File: src/verilog/sbm_pkg.sv
// shared constants, address map and carrier types of the system bus matrix
package sbm_pkg;

    localparam int NUM_MST = 2;
    localparam int NUM_SLV = 27;
    localparam int SLV_W = 5;
    localparam int MST_CORE = 0;
    localparam int MST_DMA = 1;

    localparam logic [1:0] HTRANS_IDLE = 2'h0;
    localparam logic [1:0] HTRANS_NONSEQ = 2'h2;
    localparam logic [2:0] HSIZE_BYTE = 3'h0;
    localparam logic [2:0] HSIZE_HALF = 3'h1;

    localparam logic [31:0] RST_WORD = 32'h0000_0000;
    localparam logic [SLV_W-1:0] RST_SLV = 5'h00;
    localparam logic RST_LAST_GRANT = 1'b1;

    // slave order: flash, boot, otp, sram, apb1 x6, apb2 x5, apb3 x3, apb4 x2, ahb regs, ports
    localparam logic [31:0] SLV_BASE [NUM_SLV] = '{
        32'h0000_0000,
        32'h0010_0000,
        32'h0010_0b80,
        32'h2000_0000,
        32'h4000_0400, 32'h4000_1000, 32'h4000_2800,
        32'h4000_2c00, 32'h4000_3000, 32'h4000_4400,
        32'h4000_4800,
        32'h4000_5400, 32'h4001_0000, 32'h4001_2400,
        32'h4001_2800,
        32'h4001_2c00, 32'h4001_3000, 32'h4001_3800,
        32'h4001_4800, 32'h4001_4c00,
        32'h4002_0000, 32'h4002_2000, 32'h4002_3000,
        32'h4800_0000, 32'h4800_0400, 32'h4800_0800, 32'h4800_1400
    };
    localparam logic [31:0] SLV_LAST [NUM_SLV] = '{
        32'h0000_ffff, 32'h0010_09ff, 32'h0010_0bff, 32'h2000_1fff,
        32'h4000_07ff, 32'h4000_13ff, 32'h4000_2bff,
        32'h4000_2fff, 32'h4000_33ff, 32'h4000_47ff,
        32'h4000_4bff, 32'h4000_57ff, 32'h4001_03ff, 32'h4001_27ff, 32'h4001_2bff,
        32'h4001_2fff, 32'h4001_33ff, 32'h4001_3bff,
        32'h4001_4bff, 32'h4001_4fff,
        32'h4002_03ff, 32'h4002_23ff, 32'h4002_33ff,
        32'h4800_03ff, 32'h4800_07ff, 32'h4800_0bff, 32'h4800_17ff
    };
    // bit i set: slave i sits behind an apb bridge
    localparam logic [NUM_SLV-1:0] SLV_IS_APB = 27'h00f_fff0;
    localparam logic [1:0] SLV_BRIDGE [NUM_SLV] = '{
        2'h0, 2'h0, 2'h0, 2'h0,
        2'h0, 2'h0, 2'h0, 2'h0, 2'h0, 2'h0,
        2'h1, 2'h1, 2'h1, 2'h1, 2'h1,
        2'h2, 2'h2, 2'h2,
        2'h3, 2'h3,
        2'h0, 2'h0, 2'h0, 2'h0, 2'h0, 2'h0, 2'h0
    };

    typedef struct packed {
        logic [31:0] addr;
        logic [1:0] trans;
        logic write;
        logic [2:0] size;
        logic [31:0] wdata;
    } sbm_mreq_t;

    typedef struct packed {
        logic ready;
        logic resp;
        logic [31:0] rdata;
    } sbm_mrsp_t;

endpackage
File: src/verilog/sbm_addr_decoder.sv
// address decoder: full 32-bit window compare against the slave map
`timescale 1ns/1ps
module sbm_addr_decoder
    import sbm_pkg::*;
(
    input wire logic [31:0] addr,
    output logic [sbm_pkg::NUM_SLV-1:0] hit,
    output logic [sbm_pkg::SLV_W-1:0] slv_idx,
    output logic miss
);
    import sbm_pkg::*;

    genvar g;
    generate
        for (g = 0; g < NUM_SLV; g++)
        begin : g_win
            // all 32 address bits take part, so aliases never decode
            assign hit[g] = (addr >= SLV_BASE[g]) && (addr <= SLV_LAST[g]);
        end
    endgenerate

    assign miss = ~|hit;

    always_comb
    begin
        slv_idx = RST_SLV;
        for (int i = 0; i < NUM_SLV; i++)
        begin
            if (hit[i])
            begin
                slv_idx = SLV_W'(i);
            end
        end
    end
endmodule

File: src/verilog/sbm_matrix.sv
// system bus matrix: two masters, round-robin arbiter, ahb and apb slave sides
// Overview of operation
// - two masters, core and dma, reach every slave
// - contention alternates grant between core and dma
// - byte lanes are little-endian
// - one linear 32-bit address space decoded
// - apb bridges run on the matrix clock
// - dma, flash controller, crc windows decoded
// - ports a, b, c, f windows decoded
// - basic timers and wakeup timer decoded
// - advanced timer, spi, uart one decoded
// - system control, adc, i2c decoded
// - general timers and rtc decoded
// - watchdogs and uart two decoded
// - uart three, comparator block decoded
// - flash region decoded from address zero
// - sram region decoded
// - otp region decoded
`timescale 1ns/1ps
module sbm_matrix
    import sbm_pkg::*;
(
    input wire logic clk,
    input wire logic rst_b,
    input wire sbm_pkg::sbm_mreq_t [sbm_pkg::NUM_MST-1:0] m_req,
    output sbm_pkg::sbm_mrsp_t [sbm_pkg::NUM_MST-1:0] m_rsp,
    output logic [sbm_pkg::NUM_SLV-1:0] s_sel,
    output logic [1:0] s_trans,
    output logic s_enable,
    output logic [1:0] s_bridge,
    output logic [31:0] s_addr,
    output logic s_write,
    output logic [2:0] s_size,
    output logic [31:0] s_wdata,
    output logic [3:0] s_strb,
    input wire logic [sbm_pkg::NUM_SLV-1:0] s_ready,
    input wire logic [sbm_pkg::NUM_SLV-1:0] s_err,
    input wire logic [31:0] s_rdata [sbm_pkg::NUM_SLV]
);
    import sbm_pkg::*;

    typedef enum logic [2:0] {
        ST_IDLE,
        ST_AHB_ADDR,
        ST_AHB_DATA,
        ST_APB_SETUP,
        ST_APB_ACCESS,
        ST_ERR,
        ST_DONE
    } sbm_state_t;

    sbm_state_t state_reg;
    sbm_state_t state_next;

    logic owner_reg;
    logic last_grant_reg;
    logic [SLV_W-1:0] sel_reg;
    logic [1:0] bridge_reg;
    logic [31:0] addr_reg;
    logic write_reg;
    logic [2:0] size_reg;
    logic [31:0] wdata_reg;
    logic [3:0] strb_reg;
    logic [31:0] rdata_reg;
    logic err_reg;

    // arbitration
    wire req_core = m_req[MST_CORE].trans[1];
    wire req_dma = m_req[MST_DMA].trans[1];
    wire any_req = req_core | req_dma;
    wire both_req = req_core & req_dma;
    // the master not served last wins a tie, so neither can starve the other
    wire pick = both_req ? ~last_grant_reg : req_dma;
    wire start = (state_reg == ST_IDLE) && any_req;

    wire sbm_mreq_t pick_req = m_req[pick];

    logic [NUM_SLV-1:0] dec_hit;
    logic [SLV_W-1:0] dec_idx;
    logic dec_miss;

    sbm_addr_decoder u_dec (
        .addr(pick_req.addr),
        .hit(dec_hit),
        .slv_idx(dec_idx),
        .miss(dec_miss)
    );

    wire dec_apb = SLV_IS_APB[dec_idx];

    // little-endian lane map: byte k of a word lives at address base + k
    function automatic logic [3:0] lane_strb(input logic [1:0] a, input logic [2:0] sz);
        logic [3:0] s;
        s = 4'hf;
        if (sz == HSIZE_BYTE)
        begin
            s = 4'(4'h1 << a);
        end
        else if (sz == HSIZE_HALF)
        begin
            s = a[1] ? 4'hc : 4'h3;
        end
        return s;
    endfunction

    wire [3:0] pick_strb = lane_strb(pick_req.addr[1:0], pick_req.size);

    wire slv_ready = s_ready[sel_reg];
    wire slv_err = s_err[sel_reg];
    wire [31:0] slv_rdata = s_rdata[sel_reg];

    always_comb
    begin
        state_next = state_reg;
        unique case (state_reg)
            ST_IDLE:
            begin
                if (any_req)
                begin
                    if (dec_miss)
                    begin
                        state_next = ST_ERR;
                    end
                    else if (dec_apb)
                    begin
                        state_next = ST_APB_SETUP;
                    end
                    else
                    begin
                        state_next = ST_AHB_ADDR;
                    end
                end
            end
            ST_AHB_ADDR:
            begin
                state_next = ST_AHB_DATA;
            end
            ST_AHB_DATA:
            begin
                if (slv_ready)
                begin
                    state_next = ST_DONE;
                end
            end
            ST_APB_SETUP:
            begin
                state_next = ST_APB_ACCESS;
            end
            ST_APB_ACCESS:
            begin
                if (slv_ready)
                begin
                    state_next = ST_DONE;
                end
            end
            ST_ERR:
            begin
                state_next = ST_DONE;
            end
            ST_DONE:
            begin
                // one idle cycle follows, so a waiting master is seen before a repeat
                state_next = ST_IDLE;
            end
            default:
            begin
                // the eighth code is unused; an upset falls back to idle
                state_next = ST_IDLE;
            end
        endcase
    end

    wire data_done = ((state_reg == ST_AHB_DATA) || (state_reg == ST_APB_ACCESS)) && slv_ready;

    always_ff @(posedge clk or negedge rst_b)
    begin
        if (!rst_b)
        begin
            state_reg <= ST_IDLE;
        end
        else
        begin
            state_reg <= state_next;
        end
    end

    // arbitration memory: owner of the path and winner of the last take
    always_ff @(posedge clk or negedge rst_b)
    begin
        if (!rst_b)
        begin
            owner_reg <= 1'b0;
            last_grant_reg <= RST_LAST_GRANT;
        end
        else if (start)
        begin
            owner_reg <= pick;
            last_grant_reg <= pick;
        end
    end

    // slave choice is frozen at the take edge
    always_ff @(posedge clk or negedge rst_b)
    begin
        if (!rst_b)
        begin
            sel_reg <= RST_SLV;
            bridge_reg <= 2'h0;
        end
        else if (start)
        begin
            sel_reg <= dec_idx;
            bridge_reg <= SLV_BRIDGE[dec_idx];
        end
    end

    // request copy; masters keep the request up until ready, so one copy suffices
    always_ff @(posedge clk or negedge rst_b)
    begin
        if (!rst_b)
        begin
            addr_reg <= RST_WORD;
            write_reg <= 1'b0;
            size_reg <= 3'h0;
            wdata_reg <= RST_WORD;
            strb_reg <= 4'h0;
        end
        else if (start)
        begin
            addr_reg <= pick_req.addr;
            write_reg <= pick_req.write;
            size_reg <= pick_req.size;
            wdata_reg <= pick_req.wdata;
            strb_reg <= pick_strb;
        end
    end

    // read data stands until the next slave data phase ends, a miss leaves it; writes leave zero behind
    always_ff @(posedge clk or negedge rst_b)
    begin
        if (!rst_b)
        begin
            rdata_reg <= RST_WORD;
        end
        else if (data_done)
        begin
            rdata_reg <= write_reg ? RST_WORD : slv_rdata;
        end
    end

    // error flag: cleared on take, set by a miss or by the slave's answer
    always_ff @(posedge clk or negedge rst_b)
    begin
        if (!rst_b)
        begin
            err_reg <= 1'b0;
        end
        else if (start)
        begin
            err_reg <= 1'b0;
        end
        else if (state_reg == ST_ERR)
        begin
            err_reg <= 1'b1;
        end
        else if (data_done)
        begin
            err_reg <= slv_err;
        end
    end

    // slave side
    wire sel_phase = (state_reg == ST_AHB_ADDR) || (state_reg == ST_APB_SETUP)
                     || (state_reg == ST_APB_ACCESS);
    // one compare per slave rather than a wide shift
    genvar s;
    generate
        for (s = 0; s < NUM_SLV; s++)
        begin : g_sel
            assign s_sel[s] = sel_phase && (sel_reg == SLV_W'(s));
        end
    endgenerate

    assign s_trans = (state_reg == ST_AHB_ADDR) ? HTRANS_NONSEQ : HTRANS_IDLE;
    assign s_enable = (state_reg == ST_APB_ACCESS);
    assign s_bridge = bridge_reg;
    assign s_addr = addr_reg;
    assign s_write = write_reg;
    assign s_size = size_reg;
    assign s_wdata = wdata_reg;
    assign s_strb = strb_reg;

    // master side: ready pulses once per finished transfer, error is two cycles long for a miss, one cycle for a slave error
    genvar m;
    generate
        for (m = 0; m < NUM_MST; m++)
        begin : g_rsp
            wire owns = (owner_reg == 1'(m));
            assign m_rsp[m].ready = owns && (state_reg == ST_DONE);
            assign m_rsp[m].resp = owns && ((state_reg == ST_ERR)
                                   || ((state_reg == ST_DONE) && err_reg));
            assign m_rsp[m].rdata = rdata_reg;
        end
    endgenerate
endmodule

File: config.mk
export PLATFORM = sky130hd
export DESIGN_NAME = sbm_matrix
export DESIGN_NICKNAME = d
export VERILOG_FILES = /design/src/verilog/sbm_pkg.sv /design/src/verilog/sbm_addr_decoder.sv /design/src/verilog/sbm_matrix.sv
export SDC_FILE = /design/constraint.sdc
export NUM_CORES = 1
export LEC_CHECK = 0
export ABC_AREA = 1
export BUFFER_PORTS_ARGS = -buffer_cell sky130_fd_sc_hd__buf_4
export CAP_MARGIN = 15
export CORE_AREA = 2 2 476 478
export CTS_CLUSTER_DIAMETER = 150
export CTS_CLUSTER_SIZE = 14
export DETAILED_ROUTE_END_ITERATION = 6
export DIE_AREA = 0 0 478 480
export PLACE_DENSITY = 0.3
export SLEW_MARGIN = 0
export SYNTH_ARGS = -nofsm -noshare
export SYNTH_HDL_FRONTEND = slang
export SYNTH_SLANG_ARGS = --single-unit
File: constraint.sdc
create_clock -name clk -period 5.23 [get_ports clk]
set_input_delay 1.046 -clock clk [delete_from_list [all_inputs] [get_ports clk]]
set_output_delay 1.046 -clock clk [all_outputs]
set_load 0.005 [all_outputs]
==> results.md <==
* Outcome: completed
* Psw at 0.00765 W
* GRT Util Overall at 14.2%
* Hold crit path type: reg2reg
* Pint at 0.00520 W
* Number of synthesis warnings at 0
* Vias per std cell at 3.42
* Crit path from: sel_reg[1]
* Startpoint Class: flop
* Area leader, netlist: a22oi_1
* Clk sink count at 117
* Hold wc startpoint: last_grant_reg
* Layout net count at 4131
* Met3 routed WL at 10.5 mm
* Fin crit period at 3.86 ns
* Ranking of synthesized cells by area: a22oi_1 (24%), dfrtp_1 (22%), nand2_1 (12%)
* Leak at 11.6 nW
* Detailed Routing Iterations Pass 1 at 7
* Total of max-cap violations at 0
* Crit share post-route at 73.8%
* WS Path Type: reg2reg
* DRC at 0
* DR top layer: met5
* Yosys reg bits at 117
* Sequential fraction of design power at 13.2%
* Max Fanout on Critical Path at 57
* Clock buffer depth at 2
* Total Routed Length at 170 mm
* Final hold vios at 0
* TritonCTS clock tree: yes
* Post-Synth XOR/XNOR Area at 0%
* H-tree depth at 4
* Net Sw Frac at 59.6%
* Largest net degree at the start of global routing at 83
* # setup viols final at 0
* Mapped Area at 0.0130 mm²
* Setup TNS at 0 ns
* Pwr Density at 487 mW/mm²
* Met1 WL at 66.9 mm
* Post-CTS Setup Repair Bufs at 0
* Antenna violations before repair at 67
* Post-synthesis mux area share at 0.231%
* Core Region at 0.224 mm²
* RSZ-0062 raised after global routing: false
* Starting Density at 5.81%
* Peak VDD IR at 0.269 mV
* Ratio of cells with drive above 1 in the final layout at 45.9%
* First-pass GRT wire length at 216 mm
* Total CTS buffers at 17
* Post-synthesis cell type count at 58
* Met2 routed wirelength at 89.4 mm
* Clk network pwr share at 10.9%
* Syn nets at 3025
* Yosys top cell area share at 23.8%
* Full die area at 0.229 mm²
* Clock Skews at 0.0311 ns
* Syn_area_per_cell at 6.63 µm²
* DRT antenna net count at 0
* Routed vias at 20818
* EDFF count, synth at 0
* Reg2reg end: rdata_reg[5]
* Die W at 478 µm
* Peak Freq at 259 MHz
* Worst r2r path cells at 6
* Layout area overhead at 102%
* Crit path DAT at 4.20 ns
* Skew-Pair Late Insertion Delay at 0.53 ns
* Post-DP Area at 0.0257 mm²
* Post-route design area at 0.0264 mm²
* Ports at 1232
* Port Buf Inserts at 1228
* Post-synthesis cell count at 1965
* Vias in the first global route at 21614
* Post-synthesis compound-gate area fraction at 42.4%
* Combinational share of power at 75.9%
* Max transition margin at 21.9%
* Reg-to-reg slack, setup at 1.37 ns
* Max Slew Vio Count at 0
* R2r startpoint: sel_reg[1]
* Root Driver: clkbuf_16
* Synth Flop Type: dfrtp_1
* DR WL/cell at 27.9 µm
* Worst-path clk slew at 0.07 ns
* CTS-repair resized insts at 0
* Chip height at 480 µm
* Min-Delay Path Depth at 2
* Count leader, synth: nand2_1
* Post-layout util at 11.8%
* DPL Wire Length at 143 mm
* CP required at 5.57 ns
* GP Congestion at 0.921
* Rows at 174
* Register area share after synthesis at 22.5%
* Async set-or-reset flop fraction in the synthesized netlist at 100%
* Post-synthesis simple-gate area fraction at 24.9%
* Initial DRC count at 1302
* Total gr overflow at 0
* Hold buffers post-CTS at 0
* Most common library cells after synthesis: nand2_1 (433), a22oi_1 (413), a21oi_1 (199), nor2_1 (118), dfrtp_1 (116)
* Largest family of logic cells by synthesized area: compound AO/OA/AOI/OAI gates
* Hold path endpoint: last_grant_reg
* Adder-cell share of the synthesized area at 0%
* Worst slew pin tran at 1.16 ns
* Crit path capture type: flop
-- power by group through the flow --
| stage | logic (W) | registers [W] | clock network, W |
|---|---|---|---|
| 2_1_floorplan | 0.00443 | 0.00160 | 0 |
| 4_1_cts | 0.0102 | 0.00171 | 0.00151 |
| 6_report | 0.00975 | 0.00170 | 0.00140 |
| 3_3_place_gp | 0.0102 | 0.00171 | 0 |
| 3_5_place_dp | 0.0102 | 0.00171 | 0 |
| 5_1_grt | 0.0106 | 0.00175 | 0.00152 |
-- metrics by stage --
step,total power [W],cells,setup WS [ns],hold WS (ns)
after detailed placement,0.0119,6044,0.913,0.467
after floorplan,0.00602,1965,2.21,0.464
final,0.0128,6090,1.37,0.485
after CTS,0.0134,6075,1.20,0.464
after global routing,0.0139,6082,1.04,0.488
after global placement,0.0119,6042,0.884,0.467
-- layer usage --
metal | track usage (%) | vias up
met1 | 16.2 | 10160
li1 | - | 9479
met5 | 0 | -
met4 | 2.92 | 20
met2 | 26.5 | 1040
met3 | 3.47 | 119
-- layout make-up --
cell class | instances | area (µm²)
fill | 26327 | 198000
timing repair buffer | 1294 | 9880
multi-input combinational | 1560 | 8860
tap | 2992 | 3740
sequential | 117 | 2930
clock buffer | 20 | 457
inverter | 81 | 333
clock inverter | 11 | 126
antenna | 15 | 37.5
-- worst max-delay path, stage by stage, from the launching register on --
cell     delay, ns
dfrtp_1       0.48
nand2_1       0.40
inv_8         0.28
a22oi_1       0.75
a21oi_1       0.44
nor4_1        0.98
o41ai_1       0.18
-- placed cells by master, fill, tap and decap left out, types with 6 or more instances in the layout --
cell	instances
a2111oi_0	21
a211o_1	7
a21oi_1	199
a221oi_1	7
a22o_1	7
a22oi_1	413
buf_12	12
buf_4	1279
clkbuf_16	17
dfrtp_1	114
diode_2	15
inv_1	59
inv_2	13
nand2_1	431
nand2_2	19
nand2_4	9
nand3_1	48
nand4_1	22
nor2_1	114
nor2_2	10
nor2_4	8
nor3_1	18
nor4_1	30
o21ai_0	105
o21ai_1	6
o21ai_2	7
o31ai_1	7
o41ai_1	23
-- how the worst max path moves through the flow --
| stage | to | cells past startpoint | slack (ns) |
|---|---|---|---|
| finish | rdata_reg[5] | 6 | 1.37 |
| global route | rdata_reg[14] | 12 | 1.04 |
| CTS | rdata_reg[14] | 12 | 1.20 |
| detailed placement | state_reg[1] | 23 | 0.91 |
| global placement | state_reg[1] | 23 | 0.88 |
| floorplan | state_reg[1] | 21 | 2.21 |
-- kinds of logic after synthesis --
| family | after synthesis |
|---|---|
| buffers and inverters | 288 |
| multiplexers | 3 |
| AND/OR/NAND/NOR | 729 |
| AO/OA/AOI/OAI | 827 |
| other | 1 |
| flip-flops | 117 |
No activity file was read; power rests on OpenSTA's default activity.
